--- config.mk ---
export PLATFORM = sky130hd
export DESIGN_NAME = ecu_top
export DESIGN_NICKNAME = d
export VERILOG_FILES = /design/src/rtl/ecu_pkg.sv /design/src/rtl/ecu_top.sv /design/src/rtl/ecu_value_reg.sv
export SDC_FILE = /design/constraint.sdc
export NUM_CORES = 1
export LEC_CHECK = 0
export BUFFER_PORTS_ARGS = -buffer_cell sky130_fd_sc_hd__buf_2
export CAP_MARGIN = 0
export CORE_MARGIN = 1
export CORE_UTILIZATION = 55
export DETAILED_ROUTE_END_ITERATION = 8
export GPL_ROUTABILITY_DRIVEN = 0
export GPL_TIMING_DRIVEN = 0
export PLACE_DENSITY_LB_ADDON = 0.25
export SLEW_MARGIN = 20
export SYNTH_ARGS = -nofsm -noshare
export SYNTH_HDL_FRONTEND = slang
export SYNTH_SLANG_ARGS = --single-unit
--- constraint.sdc ---
create_clock -name mclk_in -period 7.2 [get_ports mclk_in]
set_clock_uncertainty 0.05 [all_clocks]
set_input_delay 0.72 -clock mclk_in [delete_from_list [all_inputs] [get_ports mclk_in]]
set_output_delay 0.72 -clock mclk_in [all_outputs]
set_load 0.01 [all_outputs]
--- src/rtl/ecu_pkg.sv ---
// Constants for the capture/compare unit: register map, fields, mode codes.
// Assumes one 200 MHz clock and a plain strobe register port.
// ----------------------------------------------------------------------------
// Overview of operation
// ----------------------------------------------------------------------------
package ecu_pkg;
  localparam logic [1:0] ADDR_CONTROL  = 2'h0;
  localparam logic [1:0] ADDR_VAL_LOW  = 2'h1;
  localparam logic [1:0] ADDR_VAL_HIGH = 2'h2;
  localparam logic [1:0] ADDR_STATUS   = 2'h3;
  localparam int CFG_MSB  = 7;
  localparam int CFG_LSB  = 6;
  localparam int DUTY_MSB = 5;
  localparam int DUTY_LSB = 4;
  localparam int MODE_MSB = 3;
  localparam int STAT_FLAG = 0;
  localparam int STAT_OUT  = 1;
  localparam logic [7:0] CONTROL_RESET = 8'h00;
  localparam logic [3:0] MODE_OFF      = 4'h0;
  localparam logic [3:0] MODE_TOGGLE   = 4'h2;
  localparam logic [3:0] MODE_CAP_FALL = 4'h4;
  localparam logic [3:0] MODE_CAP_RISE = 4'h5;
  localparam logic [3:0] MODE_CAP_4    = 4'h6;
  localparam logic [3:0] MODE_CAP_16   = 4'h7;
  localparam logic [3:0] MODE_SET      = 4'h8;
  localparam logic [3:0] MODE_CLEAR    = 4'h9;
  localparam logic [3:0] MODE_SOFT     = 4'hA;
  localparam logic [3:0] MODE_TRIGGER  = 4'hB;
  localparam logic [1:0] CFG_SINGLE    = 2'h0;
  localparam logic [1:0] CFG_FULL_FWD  = 2'h1;
  localparam logic [1:0] CFG_HALF      = 2'h2;
  localparam logic [1:0] CFG_FULL_REV  = 2'h3;
  localparam logic [3:0] PRESCALE_4_MAX  = 4'h3;
  localparam logic [3:0] PRESCALE_16_MAX = 4'hF;
endpackage

--- src/rtl/ecu_top.sv ---
// Capture/compare unit with PWM output steering and polarity.
// Assumes timers and the PWM modulator live outside on the same clock; the pin is async.
//
// Our own choices: the placing of the registers and strobed register access.
module ecu_top (
  input  wire logic        mclk_in,
  input  wire logic        rst_b_in,
  input  wire logic [1:0]  reg_addr_in,
  input  wire logic [7:0]  reg_wdata_in,
  input  wire logic        reg_wr_in,
  input  wire logic        reg_rd_in,
  output logic      [7:0]  reg_rdata_out,
  input  wire logic        capture_compare_pin_in,
  input  wire logic [15:0] first_timer_pair_in,
  input  wire logic [15:0] second_timer_pair_in,
  input  wire logic [1:0]  timer_route_select_in,
  input  wire logic        timer_sw_write_in,
  input  wire logic        unit_irq_flag_clear_in,
  input  wire logic        pwm_mod_in,
  input  wire logic        pwm_mod_comp_in,
  output logic             unit_irq_flag_out,
  output logic             trigger_timer_clear_out,
  output logic             trigger_convert_out,
  output logic             compare_out,
  output logic             pwm_out_a_out,
  output logic             pwm_out_b_out,
  output logic             pwm_out_c_out,
  output logic             pwm_out_d_out,
  output logic             pwm_own_a_out,
  output logic             pwm_own_b_out,
  output logic             pwm_own_c_out,
  output logic             pwm_own_d_out,
  output logic             pwm_mode_out,
  output logic [9:0]       pwm_duty_out
);
  // ---------------------------------------------------------------------------
  // Register port
  // ---------------------------------------------------------------------------
  logic [7:0]  unit_control_reg;
  logic [15:0] value;
  logic        wr_ctrl;
  logic        wr_low;
  logic        wr_high;
  logic        wr_stat;
  logic [3:0]  mode_select;
  logic [1:0]  output_config;
  logic        cap_mode;
  logic        cmp_mode;
  logic        pwm_mode;

  assign wr_ctrl = reg_wr_in && (reg_addr_in == ecu_pkg::ADDR_CONTROL);
  assign wr_low  = reg_wr_in && (reg_addr_in == ecu_pkg::ADDR_VAL_LOW);
  assign wr_high = reg_wr_in && (reg_addr_in == ecu_pkg::ADDR_VAL_HIGH);
  assign wr_stat = reg_wr_in && (reg_addr_in == ecu_pkg::ADDR_STATUS);

  assign mode_select   = unit_control_reg[ecu_pkg::MODE_MSB:0];
  assign output_config = unit_control_reg[ecu_pkg::CFG_MSB:ecu_pkg::CFG_LSB];
  assign cap_mode = (mode_select[3:2] == 2'b01);
  assign pwm_mode = (mode_select[3:2] == 2'b11);
  assign cmp_mode = (mode_select == ecu_pkg::MODE_TOGGLE) ||
                    (mode_select[3:2] == 2'b10);

  always_ff @(posedge mclk_in or negedge rst_b_in) begin
    if (!rst_b_in) begin
      unit_control_reg <= ecu_pkg::CONTROL_RESET;
    end else if (wr_ctrl) begin
      unit_control_reg <= reg_wdata_in;
    end
  end

  always_ff @(posedge mclk_in or negedge rst_b_in) begin
    if (!rst_b_in) begin
      reg_rdata_out <= 8'h00;
    end else if (reg_rd_in) begin
      unique case (reg_addr_in)
        ecu_pkg::ADDR_CONTROL:  reg_rdata_out <= unit_control_reg;
        ecu_pkg::ADDR_VAL_LOW:  reg_rdata_out <= value[7:0];
        ecu_pkg::ADDR_VAL_HIGH: reg_rdata_out <= value[15:8];
        ecu_pkg::ADDR_STATUS:   reg_rdata_out <= {6'h00, compare_out, unit_irq_flag_out};
      endcase
    end else begin
      reg_rdata_out <= 8'h00;
    end
  end

  // ---------------------------------------------------------------------------
  // Pin synchroniser and edge detection
  // ---------------------------------------------------------------------------
  logic pin_meta_reg;
  logic pin_sync_reg;
  logic pin_last_reg;
  logic rise;
  logic fall;

  always_ff @(posedge mclk_in or negedge rst_b_in) begin
    if (!rst_b_in) begin
      pin_meta_reg <= 1'b0;
      pin_sync_reg <= 1'b0;
      pin_last_reg <= 1'b0;
    end else begin
      pin_meta_reg <= capture_compare_pin_in;
      pin_sync_reg <= pin_meta_reg;
      pin_last_reg <= pin_sync_reg;
    end
  end

  assign rise = pin_sync_reg && !pin_last_reg;
  assign fall = !pin_sync_reg && pin_last_reg;

  // ---------------------------------------------------------------------------
  // Capture
  // ---------------------------------------------------------------------------
  logic [3:0]  prescale_reg;
  logic [3:0]  prescale_max;
  logic        cap_event;
  logic [15:0] timer_sel;

  assign timer_sel = timer_route_select_in[1] ? second_timer_pair_in : first_timer_pair_in;

  assign prescale_max = (mode_select == ecu_pkg::MODE_CAP_16) ? ecu_pkg::PRESCALE_16_MAX
                                                              : ecu_pkg::PRESCALE_4_MAX;

  always_comb begin
    cap_event = 1'b0;
    unique case (mode_select)
      ecu_pkg::MODE_CAP_FALL: cap_event = fall;
      ecu_pkg::MODE_CAP_RISE: cap_event = rise;
      ecu_pkg::MODE_CAP_4,
      ecu_pkg::MODE_CAP_16:   cap_event = rise && (prescale_reg >= prescale_max);
      default:                cap_event = 1'b0;
    endcase
  end

  // kept across prescale change
  // Counter is shared; a 16-count left over can fire early at the 4 setting
  always_ff @(posedge mclk_in or negedge rst_b_in) begin
    if (!rst_b_in) begin
      prescale_reg <= 4'h0;
    end else if (!cap_mode) begin
      prescale_reg <= 4'h0;
    end else if (rise && (mode_select == ecu_pkg::MODE_CAP_4 ||
                          mode_select == ecu_pkg::MODE_CAP_16)) begin
      prescale_reg <= (prescale_reg >= prescale_max) ? 4'h0 : prescale_reg + 4'h1;
    end
  end

  ecu_value_reg u_value (
    .mclk_in     (mclk_in),
    .rst_b_in    (rst_b_in),
    .cap_load_in (cap_event),
    .cap_data_in (timer_sel),
    .wr_low_in   (wr_low),
    .wr_high_in  (wr_high),
    .wr_data_in  (reg_wdata_in),
    .value_out   (value)
  );

  // ---------------------------------------------------------------------------
  // Compare
  // ---------------------------------------------------------------------------
  logic match;
  logic irq_set;

  assign match   = cmp_mode && (value == timer_sel);
  assign irq_set = cap_event || match;

  always_ff @(posedge mclk_in or negedge rst_b_in) begin
    if (!rst_b_in) begin
      unit_irq_flag_out <= 1'b0;
    end else if (irq_set) begin
      unit_irq_flag_out <= 1'b1;
    end else if (unit_irq_flag_clear_in || (wr_stat && !reg_wdata_in[ecu_pkg::STAT_FLAG])) begin
      unit_irq_flag_out <= 1'b0;
    end
  end

  always_ff @(posedge mclk_in or negedge rst_b_in) begin
    if (!rst_b_in) begin
      compare_out <= 1'b0;
    end else if (mode_select == ecu_pkg::MODE_OFF) begin
      compare_out <= 1'b0;
    end else if (match) begin
      unique case (mode_select)
        ecu_pkg::MODE_TOGGLE: compare_out <= !compare_out;
        ecu_pkg::MODE_SET:    compare_out <= 1'b1;
        ecu_pkg::MODE_CLEAR:  compare_out <= 1'b0;
        default:              compare_out <= compare_out;
      endcase
    end
  end

  always_ff @(posedge mclk_in or negedge rst_b_in) begin
    if (!rst_b_in) begin
      trigger_timer_clear_out <= 1'b0;
      trigger_convert_out     <= 1'b0;
    end else begin
      trigger_timer_clear_out <= match && (mode_select == ecu_pkg::MODE_TRIGGER) && !timer_sw_write_in;
      trigger_convert_out     <= match && (mode_select == ecu_pkg::MODE_TRIGGER);
    end
  end

  // ---------------------------------------------------------------------------
  // PWM steering and polarity
  // ---------------------------------------------------------------------------
  logic pol_ac;
  logic pol_bd;
  logic a_raw;
  logic b_raw;
  logic c_raw;
  logic d_raw;
  logic pwm_own_a;
  logic pwm_own_b;
  logic pwm_own_c;
  logic pwm_own_d;
  logic pwm_out_a_reg;
  logic pwm_out_b_reg;
  logic pwm_out_c_reg;
  logic pwm_out_d_reg;

  assign pol_ac = mode_select[1];
  assign pol_bd = mode_select[0];

  always_ff @(posedge mclk_in or negedge rst_b_in) begin
    if (!rst_b_in) begin
      pwm_duty_out <= 10'h000;
      pwm_mode_out <= 1'b0;
    end else begin
      pwm_mode_out <= pwm_mode;
      pwm_duty_out <= pwm_mode ? {value[7:0], unit_control_reg[ecu_pkg::DUTY_MSB:ecu_pkg::DUTY_LSB]}
                               : 10'h000;
    end
  end

  always_comb begin
    a_raw     = 1'b0;
    b_raw     = 1'b0;
    c_raw     = 1'b0;
    d_raw     = 1'b0;
    pwm_own_a = 1'b1;
    pwm_own_b = 1'b0;
    pwm_own_c = 1'b0;
    pwm_own_d = 1'b0;
    if (pwm_mode) begin
      unique case (output_config)
        ecu_pkg::CFG_SINGLE: begin
          a_raw = pwm_mod_in;
        end
        ecu_pkg::CFG_FULL_FWD: begin
          a_raw     = 1'b1;
          d_raw     = pwm_mod_in;
          pwm_own_b = 1'b1;
          pwm_own_c = 1'b1;
          pwm_own_d = 1'b1;
        end
        ecu_pkg::CFG_HALF: begin
          a_raw     = pwm_mod_in;
          b_raw     = pwm_mod_comp_in;
          pwm_own_b = 1'b1;
        end
        ecu_pkg::CFG_FULL_REV: begin
          c_raw     = 1'b1;
          b_raw     = pwm_mod_in;
          pwm_own_b = 1'b1;
          pwm_own_c = 1'b1;
          pwm_own_d = 1'b1;
        end
      endcase
    end
  end

  // Pins registered to keep outputs glitch free
  always_ff @(posedge mclk_in or negedge rst_b_in) begin
    if (!rst_b_in) begin
      pwm_out_a_reg <= 1'b0;
      pwm_out_b_reg <= 1'b0;
      pwm_out_c_reg <= 1'b0;
      pwm_out_d_reg <= 1'b0;
    end else if (pwm_mode) begin
      pwm_out_a_reg <= a_raw ^ pol_ac;
      pwm_out_b_reg <= pwm_own_b & (b_raw ^ pol_bd);
      pwm_out_c_reg <= pwm_own_c & (c_raw ^ pol_ac);
      pwm_out_d_reg <= pwm_own_d & (d_raw ^ pol_bd);
    end else begin
      pwm_out_a_reg <= compare_out;
      pwm_out_b_reg <= 1'b0;
      pwm_out_c_reg <= 1'b0;
      pwm_out_d_reg <= 1'b0;
    end
  end

  // ---------------------------------------------------------------------------
  // Pin outputs
  // ---------------------------------------------------------------------------
  assign pwm_out_a_out = pwm_out_a_reg;
  assign pwm_out_b_out = pwm_out_b_reg;
  assign pwm_out_c_out = pwm_out_c_reg;
  assign pwm_out_d_out = pwm_out_d_reg;
  assign pwm_own_a_out = pwm_own_a;
  assign pwm_own_b_out = pwm_own_b;
  assign pwm_own_c_out = pwm_own_c;
  assign pwm_own_d_out = pwm_own_d;
endmodule

--- src/rtl/ecu_value_reg.sv ---
// Holds the 16-bit capture/compare value as two byte lanes.
// Assumes capture load and software byte writes come from the same clock.
module ecu_value_reg (
  input  wire logic        mclk_in,
  input  wire logic        rst_b_in,
  input  wire logic        cap_load_in,
  input  wire logic [15:0] cap_data_in,
  input  wire logic        wr_low_in,
  input  wire logic        wr_high_in,
  input  wire logic [7:0]  wr_data_in,
  output logic      [15:0] value_out
);
  // ---------------------------------------------------------------------------
  // Storage
  // ---------------------------------------------------------------------------
  // Capture wins over a same-cycle software write: hardware event not lost
  always_ff @(posedge mclk_in or negedge rst_b_in) begin
    if (!rst_b_in) begin
      value_out <= 16'h0000;
    end else if (cap_load_in) begin
      value_out <= cap_data_in;
    end else begin
      if (wr_low_in) begin
        value_out[7:0] <= wr_data_in;
      end
      if (wr_high_in) begin
        value_out[15:8] <= wr_data_in;
      end
    end
  end
endmodule

# Word level (Yosys, flattened, before mapping)
# Index checks and enable logic that the tools add are counted.
totals:
  register_bits: 58
  input_bits: 53
  output_inout_bits: 31
op_classes:
  n_addsub: 1
  order_cmp: 1
  n_eq_ne: 19
  n_mux: 33
  bitwise: 7
  reduce_logical: 34
ops:
  columns: ["cell", "count"]
  rows:
  - ["16-bit two-way mux", 2]
  - ["8-bit case mux with 4 select lines", 1]
  - ["8-bit two-way mux", 3]
  - ["1-bit two-way mux", 18]
  - ["16-bit == test", 1]
  - ["4-bit by 3-bit == test with 1-bit output, second input constant", 4]
  - ["4-bit two-way mux", 4]
  - ["2-bit == test, second input constant", 6]
  - ["4-bit == test, second input constant", 3]
  - ["1-bit logical AND", 12]
  - ["10-bit two-way mux", 1]
  - ["2-bit nonzero test", 4]
  - ["2-bit by 1-bit == test with 1-bit output, second input constant", 3]
  - ["1-bit case mux with 3 select lines", 2]
  - ["2-bit OR reduction", 3]
  - ["1-bit zero test", 5]
  - ["4-bit by 1-bit adder with 4-bit output, second input constant", 1]
  - ["4-bit by 2-bit == test with 1-bit output, second input constant", 1]
  - ["4-bit >= comparator", 1]
  - ["2-bit zero test", 2]
  - ["4-bit zero test", 1]
  - ["1-bit logical OR", 4]
  - ["1-bit case mux with 2 select lines", 2]
  - ["4-bit nonzero test", 1]
  - ["5 further kinds", 10]

# Logic depth before layout (Yosys ltp)
# Gate-level depths: netlist of run 1.
depth:
  depth_word: 7
  depth_mapped: 12

# By module
# A second synthesis of run 1 with hierarchy kept.
hier_totals:
  hier_cells: 292
  hier_area_um2: 3071.7
modules_own_cells:
  columns: ["module", "n_inst", "cells_per_inst", "area_per_inst_um2", "seq_area_each_um2"]
  rows:
  - ["ecu_top", 1, 223, 2329.7, 1051.0]
  - ["ecu_value_reg", 1, 69, 742.0, 400.4]

# Worst setup path before layout of run 1
# Ideal clock, no wire load.
synth_timing:
  path_type: "in2reg"
  startpoint: "input port timer_route_select_in[1]"
  endpoint: "register trigger_timer_clear_out"
  arrival_ns: 2.301
  slack_ns: 4.784
  path_stages: 8
  path_buffers: 1
  cell_sequence: "buf_6 > mux2i_1 > xor2_1 > nand4_1 > or4_4 > nor3_4 > and4b_1 > and2b_1"
synth_via:
  elab_chain_len: 5
synth_rtl:
  columns: ["item", "line", "source"]
  rows:
  - ["from (decl)", "ecu_top.sv:16", "input wire logic [1:0] timer_route_select_in,"]
  - ["16-bit two-way mux", "ecu_top.sv:118", "assign timer_sel = timer_route_select_in[1] ? second_timer_pair_in : first_timer_pair_in;"]
  - ["16-bit == test", "ecu_top.sv:164", "assign match = cmp_mode && (value == timer_sel);"]
  - ["1-bit logical AND", "ecu_top.sv:164", null]
  - ["1-bit logical AND (2 in series)", "ecu_top.sv:197", "trigger_timer_clear_out <= match && (mode_select == ecu_pkg::MODE_TRIGGER) && !timer_sw_write_in;"]
  - ["to (signal assigned)", "ecu_top.sv:197", null]
  - ["to (decl)", "ecu_top.sv:22", "output logic trigger_timer_clear_out,"]
# Every way passes these cells.
# A chain may end at the register's enable or synchronous reset.

# Worst setup path after layout of run 1
layout_timing:
  startpoint: "register unit_control_reg[2]"
  endpoint: "register u_value.value_out[0]"
layout_via:
  elab_chain_len: 6
  elab_cells_between_ends: 11
  cone_classes: "order compare (1); eq/ne (4); mux (3); reduce/logical (3)"
layout_rtl:
  columns: ["item", "line", "source"]
  rows:
  - ["from (decl)", "ecu_top.sv:39", "logic [7:0] unit_control_reg;"]
  - ["from (signal assigned)", "ecu_top.sv:65", "unit_control_reg <= ecu_pkg::CONTROL_RESET;"]
  - ["from (signal assigned)", "ecu_top.sv:67", "unit_control_reg <= reg_wdata_in;"]
  - ["4-bit by 3-bit == test with 1-bit output", "ecu_top.sv:120, ecu_top.sv:125", null]
  - ["4-bit two-way mux", "ecu_top.sv:120", "assign prescale_max = (mode_select == ecu_pkg::MODE_CAP_16) ? ecu_pkg::PRESCALE_16_MAX"]
  - ["4-bit >= comparator", "ecu_top.sv:129", "ecu_pkg::MODE_CAP_16: cap_event = rise && (prescale_reg >= prescale_max);"]
  - ["1-bit logical AND", "ecu_top.sv:129", null]
  - ["1-bit case mux with 3 select lines *", "ecu_top.sv:125", "unique case (mode_select)"]
  - ["16-bit two-way mux or 2-bit nonzero test (tied branches)", null, null]
  - ["to (signal assigned)", "ecu_value_reg.sv:21", "value_out <= cap_data_in;"]
  - ["to (signal assigned)", "ecu_value_reg.sv:24", "value_out[7:0] <= wr_data_in;"]
  - ["to (decl)", "ecu_value_reg.sv:11", "output logic [15:0] value_out"]
# Every way passes the cells marked *; elsewhere a longest branch is shown, timed or not.

==> results.json, run 1 <==
{
  "synth_cells": 284,
  "ir_drop_uv": 176,
  "chipHeight_um": 76.1,
  "remaining_drc_errors": 0,
  "period_share_pct": 39.2,
  "synth_top_family_by_area": "multiplexers",
  "io_buffers": 80,
  "p_leak_nw": 1.89,
  "endpoint_kind": "register",
  "die_area_um2": 5790,
  "finalHoldWorstSlack_ps": 300,
  "finalPower_w": 0.000983,
  "place_area_um2": 3510,
  "slowest_delay_ps": 500,
  "track_usage_pct": 24.6,
  "cp-start-kind": "register",
  "setup_viol": 0,
  "synth_edf_count": 0,
  "worstSkewPairLatency_ps": 340,
  "ant_nets": 0,
  "preCtsSetupSlack_ps": 4410,
  "hold_viol_final": 0,
  "first_pass_iters": 4,
  "synth-main-ff-cell": "dfrtp_1",
  "fp.dieW_um": 76.1,
  "pwr-share-comb_pct": 26.0,
  "postRouteWirelength_um": 6670,
  "insertedDiodeCount": 0,
  "reg_top3": "u_value.value_out x16, pwm_duty_out x10",
  "synth_fa_ha_area_share_pct": 1.24,
  "path_clk_slew_ps": 70,
  "layout_commonest_cell": "buf_2",
  "slew_violations": 0,
  "num_vias": 2398,
  "syn_to_final_growth_pct": 22.7,
  "max_freq_mhz": 354,
  "grt_max_degree": 59,
  "layout_setup_ws_ps": 4380,
  "synth_top_area_share_pct": 48.1,
  "postCtsSetupRepairBufs": 0,
  "ios": 84,
  "start_util_pct": 58.0,
  "synth.avg_cell_area_um2": 10.6,
  "wire_per_inst_um": 14.8,
  "hp-class": "register to register",
  "rsz0062_at_grt": "no",
  "crit_arrival_ps": 3030,
  "cts_max_path_buffers": 2,
  "yosys.area_share.simple_pct": 15.6,
  "largest_reg_flops": 16,
  "cts.htree.levels": 3,
  "drt_iter0_markers": 168,
  "ctsResizeCount": 0,
  "rows": 26,
  "clkPwrFrac_pct": 29.7,
  "grt_pass1_wl_um": 10700,
  "ys_top_cells_by_area": "dfrtp_1, mux2_2, mux2i_1",
  "synth_cell_types": 43,
  "cts_root_buf": "clkbuf_8",
  "via_per_inst": 5.33,
  "path_cells": "inv_1 > nor2_1 > nand3_1 > ha_1 > a21o_1 > a21oi_1 > o22ai_1 > and2_1 > clkbuf_1 > clkbuf_1 > nor2_1 > a21oi_1",
  "slew_headroom_pct": 41.4,
  "p_switching_w": 0.000315,
  "final_cell_mix": "buf_2, dfrtp_1, mux2i_1",
  "antenna_found_initial": 0,
  "synth-compound-area-share_pct": 8.30,
  "numCtsBuffers": 9,
  "wl_met1_um": 3010,
  "final_nets": 431,
  "worstMarginPinSlew_ps": 875,
  "critPathKind": "register to register",
  "drive_above_1_share_pct": 33.7,
  "synth_mux_area_share_pct": 17.7,
  "path_max_fanout": 10,
  "overflow": 0,
  "synth_xor_area_share_pct": 5.23,
  "cp.required_ps": 7410,
  "maxCapViolations": 0,
  "wl_met2_um": 3110,
  "dp_hpwl_um": 4840,
  "p_int_w": 0.000669,
  "fin_area_um2": 3700,
  "clock-sinks": 58,
  "finalCriticalPeriod_ps": 2820,
  "cpMaxStageDelayCell": "dfrtp_1",
  "seq_power_share_pct": 44.3,
  "grt_pass1_vias": 2239,
  "cts_tree": "built",
  "regMostFlops": "u_value.value_out",
  "highest_layer": "met4",
  "wl_met3_um": 408,
  "power.density_nw_per_um2": 266,
  "status": "finished clean",
  "synth_seq_area_share_pct": 48.1,
  "synth-seq-cells": 58,
  "synth.largest_area_cell": "dfrtp_1",
  "swShare_pct": 32.0,
  "ys_warn_count": 0,
  "core_area_um2": 5200,
  "async_flop_share_pct": 100,
  "ctsHoldBuffers": 0,
  "synth_nets": 340,
  "netlist_area_um2": 3020,
  "finalSetupTns_ps": 0
}
-- Yosys cell counts (2+ instances only) --
cell,n
mux2_2,22
xnor2_1,11
and2_1,10
nor4b_1,2
mux4_2,2
xor2_1,7
nand3_1,4
nor2b_1,3
buf_1,2
clkbuf_1,11
and3_1,10
dfrtp_1,58
nor2_1,23
a21oi_1,21
or3_1,2
mux2i_1,24
inv_1,7
buf_6,2
buf_4,2
nor4_1,2
o21ai_0,16
nand3b_1,2
ha_1,3
nand2_1,19
-- layout make-up --
class / instances / area [µm²]
tap: 70 / 87.6
fill: 417 / 1500
clock inverter: 7 / 70.1
inverter: 7 / 26.3
timing repair buffer: 80 / 403
multi-input combinational: 202 / 1450
buffer: 17 / 86.3
sequential: 58 / 1450
clock buffer: 9 / 124
-- critical path, delay by kind of cell, from the launching register on --
family | cells | cell delay [ps]
simple gates | 4 | 570
fa+ha+maj | 1 | 320
compound gates | 4 | 490
flops | 1 | 500
buf+inv | 3 | 830
-- kinds of logic (layout without fill, tap and decap cells) --
| group | after synthesis | after routing |
|---|---|---|
| xor gates and xnor gates | 18 | 18 |
| adders and majority gates | 3 | 3 |
| buffers and inverters | 24 | 120 |
| other | 1 | 1 |
| and+or+nand+nor | 87 | 87 |
| AOI/OAI and AO/OA | 45 | 45 |
| muxes | 48 | 48 |
| DFF | 58 | 58 |
-- per-layer routing --
layer / GRT usage, % / vias up
met5: 0 / -
met4: 14.6 / 0
met3: 5.39 / 12
met2: 38.1 / 91
met1: 32.0 / 1120
li1: - / 1175
-- power by group through the flow --
stage | logic (W) | registers (W) | clock network [W]
finish | 0.000255 | 0.000436 | 0.000292
global route | 0.000284 | 0.000443 | 0.000313
CTS | 0.000255 | 0.000434 | 0.000296
detailed placement | 0.000254 | 0.000440 | 0
global placement | 0.000245 | 0.000436 | 0
floorplan | 0.000172 | 0.000432 | 0
-- worst paths after layout --
path | start | end | slack (ps) | cells past startpoint
min in group asynchronous | rst_b_in | prescale_reg[1] | 390 | 1
hold / removal | pin_meta_reg | pin_sync_reg | 300 | 0
setup / recovery | unit_control_reg[2] | u_value.value_out[0] | 4380 | 12
max in group asynchronous | rst_b_in | reg_rdata_out[6] | 6240 | 1
hold reg to reg | pin_meta_reg | pin_sync_reg | 300 | 0
setup reg to reg | unit_control_reg[2] | u_value.value_out[0] | 4380 | 12
-- stage by stage --
stage	util, %	instances
6_report	71.1	450
5_1_grt	71.1	450
4_1_cts	71.1	450
3_5_place_dp	67.4	434
3_3_place_gp	67.3	434
2_1_floorplan	-	284
Power figures use the tool's default switching activity.
==> run 2, diff against run 1 <==
--- a/config.mk
+++ b/config.mk
@@ -8,7 +8,7 @@
 export BUFFER_PORTS_ARGS = -buffer_cell sky130_fd_sc_hd__buf_2
 export CAP_MARGIN = 0
 export CORE_MARGIN = 1
-export CORE_UTILIZATION = 55
+export CORE_UTILIZATION = 52
 export DETAILED_ROUTE_END_ITERATION = 8
 export GPL_ROUTABILITY_DRIVEN = 0
 export GPL_TIMING_DRIVEN = 0
==> constraint.sdc (replaced) <==
create_clock -name mclk_in -period 2.62 [get_ports mclk_in]
set_clock_uncertainty 0.05 [all_clocks]
set_input_delay 0.262 -clock mclk_in [delete_from_list [all_inputs] [get_ports mclk_in]]
set_output_delay 0.262 -clock mclk_in [all_outputs]
set_load 0.01 [all_outputs]
==> run 2 against run 1 <==
Compared with the run above:
- setup slack worse by 4200 ps
- critical path type unchanged
- first-iteration DRC count is 36% lower
- global-route usage decreased by 0.99 points
==> results.json, run 2 (synthesis gave the netlist of run 1 again) <==
{
  "status": "finished clean",
  "wl_met3_um": 408,
  "track_usage_pct": 23.7,
  "crit_top_cell": "a21oi_1",
  "chipHeight_um": 78.2,
  "first_pass_iters": 4,
  "start_util_pct": 54.4,
  "via_per_inst": 5.30,
  "path_max_fanout": 10,
  "wire_per_inst_um": 14.3,
  "wl_met1_um": 2810,
  "crit_arrival_ps": 2610,
  "p_switching_w": 0.000830,
  "remaining_drc_errors": 0,
  "syn_to_final_growth_pct": 24.3,
  "clkPwrFrac_pct": 30.5,
  "rows": 27,
  "reg_top3": "u_value.value_out x16, pwm_duty_out x10",
  "num_vias": 2406,
  "dp_hpwl_um": 4860,
  "grt_pass1_wl_um": 10800,
  "path_clk_slew_ps": 60,
  "p_leak_nw": 1.93,
  "slew_headroom_pct": 52.0,
  "postRouteWirelength_um": 6500,
  "worstMarginPinSlew_ps": 717,
  "finalHoldWorstSlack_ps": 147,
  "grt_pass1_vias": 2306,
  "pwr-share-comb_pct": 25.9,
  "ios": 84,
  "antenna_found_initial": 0,
  "swShare_pct": 30.5,
  "setup_viol": 0,
  "preCtsSetupSlack_ps": -165,
  "drive_above_1_share_pct": 35.3,
  "wl_met2_um": 3130,
  "period_share_pct": 93.9,
  "die_area_um2": 6110,
  "drt_iter0_markers": 108,
  "cp.required_ps": 2770,
  "insertedDiodeCount": 0,
  "hold_viol_final": 0,
  "cpMaxStageDelayCell": "dfrtp_1",
  "critPathKind": "register to register",
  "highest_layer": "met4",
  "fp.dieW_um": 78.2,
  "io_buffers": 80,
  "place_area_um2": 3510,
  "endpoint_kind": "register",
  "slew_violations": 0,
  "cp-start-kind": "register",
  "layout_setup_ws_ps": 159,
  "ant_nets": 0,
  "layout_commonest_cell": "buf_2",
  "rsz0062_at_grt": "no",
  "utilization_pct": 67.7,
  "ir_drop_uv": 438,
  "final_nets": 433,
  "cts.htree.levels": 3,
  "cts_max_path_buffers": 2,
  "largest_reg_flops": 16,
  "final_cell_mix": "buf_2, dfrtp_1, mux2i_1",
  "grt_max_degree": 59,
  "slowest_delay_ps": 400,
  "max_freq_mhz": 406,
  "seq_power_share_pct": 43.6,
  "power.density_nw_per_um2": 727,
  "maxCapViolations": 0,
  "core_area_um2": 5540,
  "overflow": 0,
  "numCtsBuffers": 9,
  "path_cells": "buf_2 > nand3_1 > ha_1 > a21o_1 > a21oi_1 > o22ai_1 > and2_1 > clkbuf_1 > clkbuf_4 > nor2_1 > a21oi_1",
  "cts_root_buf": "clkbuf_8",
  "clock-sinks": 58,
  "regMostFlops": "u_value.value_out",
  "hp-class": "input pin to register",
  "cts_tree": "built",
  "fin_area_um2": 3750,
  "finalCriticalPeriod_ps": 2460,
  "p_int_w": 0.00189,
  "worstSkewPairLatency_ps": 330
}
-- run 2: critical path: cells and delay by family, from the launching register on --
kind                     cells  cell delay [ps]
AO/OA/AOI/OAI                4              500
adder cells (fa/ha/maj)      1              300
buffers and inverters        3              650
flip-flops                   1              400
AND/OR/NAND/NOR              3              430
-- run 2: path summary, 6_finish.rpt --
kind | cells after the start | slack (ps) | start | end
worst min-delay path | 3 | 150 | reg_wdata_in[2] | unit_control_reg[2]
worst max register to register | 11 | 160 | unit_control_reg[1] | u_value.value_out[10]
max in group asynchronous | 2 | 1520 | rst_b_in | unit_control_reg[2]
worst max-delay path | 11 | 160 | unit_control_reg[1] | u_value.value_out[10]
min in group asynchronous | 2 | 470 | rst_b_in | pin_sync_reg
worst min register to register | 0 | 300 | pin_meta_reg | pin_sync_reg
-- run 2: per-stage QoR --
step,power [W],TNS (ps),cells
after floorplan,0.00166,0,284
after global placement,0.00187,-1260,436
after detailed placement,0.00190,-2040,436
after CTS,0.00273,0,454
after global routing,0.00289,0,454
final,0.00272,0,454
-- run 2: final cells by class --
cell class | count | area [µm²]
repair buffers | 83 | 430
clock buffers | 11 | 151
clock inverters | 5 | 52.6
well taps | 72 | 90.1
flip-flops and latches | 58 | 1450
multi-input cells | 202 | 1460
inverters | 7 | 26.3
fillers | 443 | 1790
plain buffers | 16 | 90.1
-- run 2: what timing repair did --
item,4_1_cts,5_1_grt
gates resized for setup,5,5
hold buffers,2,0
buffers inserted,0,1
hold endpoints to repair,59,0
setup endpoints to repair,16,17
-- run 2: layer usage --
metal	vias to the layer above	track usage [%]
met5	-	0
met4	0	13.0
met2	95	38.2
met3	12	5.00
met1	1126	29.7
li1	1173	-
-- run 2: power groups by stage --
stage	sequential, W	clock, W	combinational (W)
after floorplan	0.00119	0	0.000473
after global placement	0.00119	0	0.000678
after detailed placement	0.00120	0	0.000699
after CTS	0.00118	0.000845	0.000709
after global routing	0.00120	0.000887	0.000794
final	0.00119	0.000831	0.000706
==> run 3, diff against run 2 <==
--- a/config.mk
+++ b/config.mk
@@ -8,7 +8,8 @@
 export BUFFER_PORTS_ARGS = -buffer_cell sky130_fd_sc_hd__buf_2
 export CAP_MARGIN = 0
 export CORE_MARGIN = 1
-export CORE_UTILIZATION = 52
+export CORE_UTILIZATION = 55
+export CTS_BUF_LIST = sky130_fd_sc_hd__clkbuf_4
 export DETAILED_ROUTE_END_ITERATION = 8
 export GPL_ROUTABILITY_DRIVEN = 0
 export GPL_TIMING_DRIVEN = 0
==> constraint.sdc (replaced) <==
create_clock -name mclk_in -period 3.16 [get_ports mclk_in]
set_clock_uncertainty 0.05 [all_clocks]
set_input_delay 0.316 -clock mclk_in [delete_from_list [all_inputs] [get_ports mclk_in]]
set_output_delay 0.316 -clock mclk_in [all_outputs]
set_load 0.01 [all_outputs]
==> run 3 against run 2 <==
Compared with the run above:
- via count is 0.67% higher
- combinational power shrank 17%
- non-clock buffer count did not move
- hold slack worse by 27 ps
- global-route usage grew 1.1 points
- largest power group unchanged
==> results.json, run 3 (synthesis gave the netlist of run 1 again) <==
{
  "slew_headroom_pct": 45.5,
  "holdPathStages": 2,
  "min_from": "timer_sw_write_in",
  "largest_reg_flops": 16,
  "power.density_nw_per_um2": 573,
  "ir_drop_uv": 401,
  "regMostFlops": "u_value.value_out",
  "endpoint_kind": "register",
  "slowest_delay_ps": 510,
  "fillers": 421,
  "crit_arrival_ps": 3110,
  "first_pass_iters": 4,
  "final-seq-area_um2": 1450,
  "via_per_inst": 5.36,
  "setup_viol": 0,
  "r2r_slack_ps": 320,
  "rows": 26,
  "finalCriticalPeriod_ps": 2840,
  "dp_hpwl_um": 4840,
  "worstMarginPinSlew_ps": 814,
  "grt_pass1_vias": 2230,
  "max_freq_mhz": 352,
  "insertedDiodeCount": 0,
  "track_usage_pct": 24.8,
  "syn_to_final_growth_pct": 21.5,
  "die_area_um2": 5790,
  "path_cells": "inv_1 > nor2_1 > nand3_1 > ha_1 > a21o_1 > a21oi_1 > o22ai_1 > and2_1 > clkbuf_1 > clkbuf_1 > nor2_1 > a21oi_1",
  "grt_pass1_wl_um": 10700,
  "hold_viol_final": 0,
  "rsz0062_at_grt": "no",
  "hp-class": "input pin to register",
  "cpMaxStageDelayCell": "dfrtp_1",
  "r2r-start": "unit_control_reg[2]",
  "slew_violations": 0,
  "critPathKind": "register to register",
  "ctsResizeCount": 0,
  "cts_tree": "built",
  "grt_max_degree": 59,
  "remaining_drc_errors": 0,
  "cp.required_ps": 3440,
  "chipHeight_um": 76.1,
  "num_vias": 2422,
  "status": "finished clean",
  "fp.dieW_um": 76.1,
  "io_buffers": 80,
  "clock-sinks": 58,
  "r2r_end": "u_value.value_out[0]",
  "overflow": 0,
  "numCtsBuffers": 9,
  "fin_area_um2": 3660,
  "final_cell_mix": "buf_2, dfrtp_1, mux2i_1",
  "postRouteWirelength_um": 6680,
  "r2r_cells": 12,
  "cts_root_buf": "clkbuf_4",
  "cts_max_path_buffers": 2,
  "path_max_fanout": 10,
  "cp-start-kind": "register",
  "wire_per_inst_um": 14.8,
  "cts.htree.levels": 3,
  "ant_nets": 0,
  "drt_iter0_markers": 144,
  "ios": 84,
  "reg_top3": "u_value.value_out x16, pwm_duty_out x10",
  "place_area_um2": 3510,
  "final_nets": 433,
  "worstSkewPairLatency_ps": 400,
  "layout_commonest_cell": "buf_2",
  "antenna_found_initial": 0,
  "multi_input_area_um2": 1450,
  "core_area_um2": 5200,
  "drive_above_1_share_pct": 33.5,
  "path_clk_slew_ps": 110,
  "hold_path_end": "trigger_timer_clear_out",
  "p_leak_nw": 1.88,
  "maxCapViolations": 0,
  "period_share_pct": 89.8,
  "start_util_pct": 58.0,
  "finalSetupTns_ps": 0
}
==> run 3: cell types whose count changed in the layout (fill, tap and decap cells not counted), moves of 2 or more <==
cell,before,now
buf_2,82,79
clkbuf_4,1,9
clkinv_4,0,2
clkbuf_1,7,11
clkbuf_8,11,0
==> run 3: layout make-up <==
cell class / instances / share of cell area, %
multi-input combinational: 202 / 39.6
sequential: 58 / 39.6
timing repair buffer: 82 / 11.5
tap: 70 / 2.39
buffer: 17 / 2.36
clock inverter: 7 / 1.91
clock buffer: 9 / 1.84
inverter: 7 / 0.717
==> run 3: where the power goes <==
group	total [W]	switching [W]	internal [W]
clock	0.000525	0.000285	0.000239
combinational	0.000583	0.000292	0.000291
sequential	0.000993	0.000122	0.000871
==> run 3: worst max path at each step <==
| stage | startpoint | to | slack, ps | cells after the start |
|---|---|---|---|---|
| 4_1_cts | unit_control_reg[2] | u_value.value_out[9] | 340 | 12 |
| 2_1_floorplan | unit_control_reg[1] | u_value.value_out[0] | 870 | 11 |
| 5_1_grt | unit_control_reg[2] | u_value.value_out[8] | 60 | 12 |
| 3_5_place_dp | unit_control_reg[2] | u_value.value_out[0] | 370 | 12 |
| 6_report | unit_control_reg[2] | u_value.value_out[0] | 320 | 12 |
| 3_3_place_gp | unit_control_reg[2] | u_value.value_out[5] | 450 | 12 |
==> run 3: critical path: cells and delay by family (launching register included) <==
kind                     cells  cell delay, ps
AND/OR/NAND/NOR              4             570
adder cells (fa/ha/maj)      1             320
AO/OA/AOI/OAI                4             490
buffers and inverters        3             840
flip-flops                   1             510
==> run 3: through the flow <==
step / setup WS [ps] / std cells / hold slack (ps) / total power, W / utilization (%)
3_3_place_gp: 448 / 434 / 284 / 0.00155 / 67.3
5_1_grt: 59.4 / 452 / 96.3 / 0.00223 / 70.4
4_1_cts: 340 / 452 / 106 / 0.00211 / 70.4
6_report: 323 / 452 / 119 / 0.00210 / 70.4
3_5_place_dp: 373 / 434 / 288 / 0.00158 / 67.4
2_1_floorplan: 869 / 284 / -29.6 / 0.00138 / -
==> run 3: routing by layer <==
layer	wire, µm	global-route usage (%)
met3	460	7.31
met1	2900	32.3
met5	0	0
met4	138	11.3
met2	3180	38.2
==> run 3: what timing repair did <==
| action | 4_1_cts | 5_1_grt |
|---|---|---|
| endpoints found under the hold margin | 59 | 0 |
| buffers inserted | 0 | 0 |
| hold buffers | 2 | 0 |
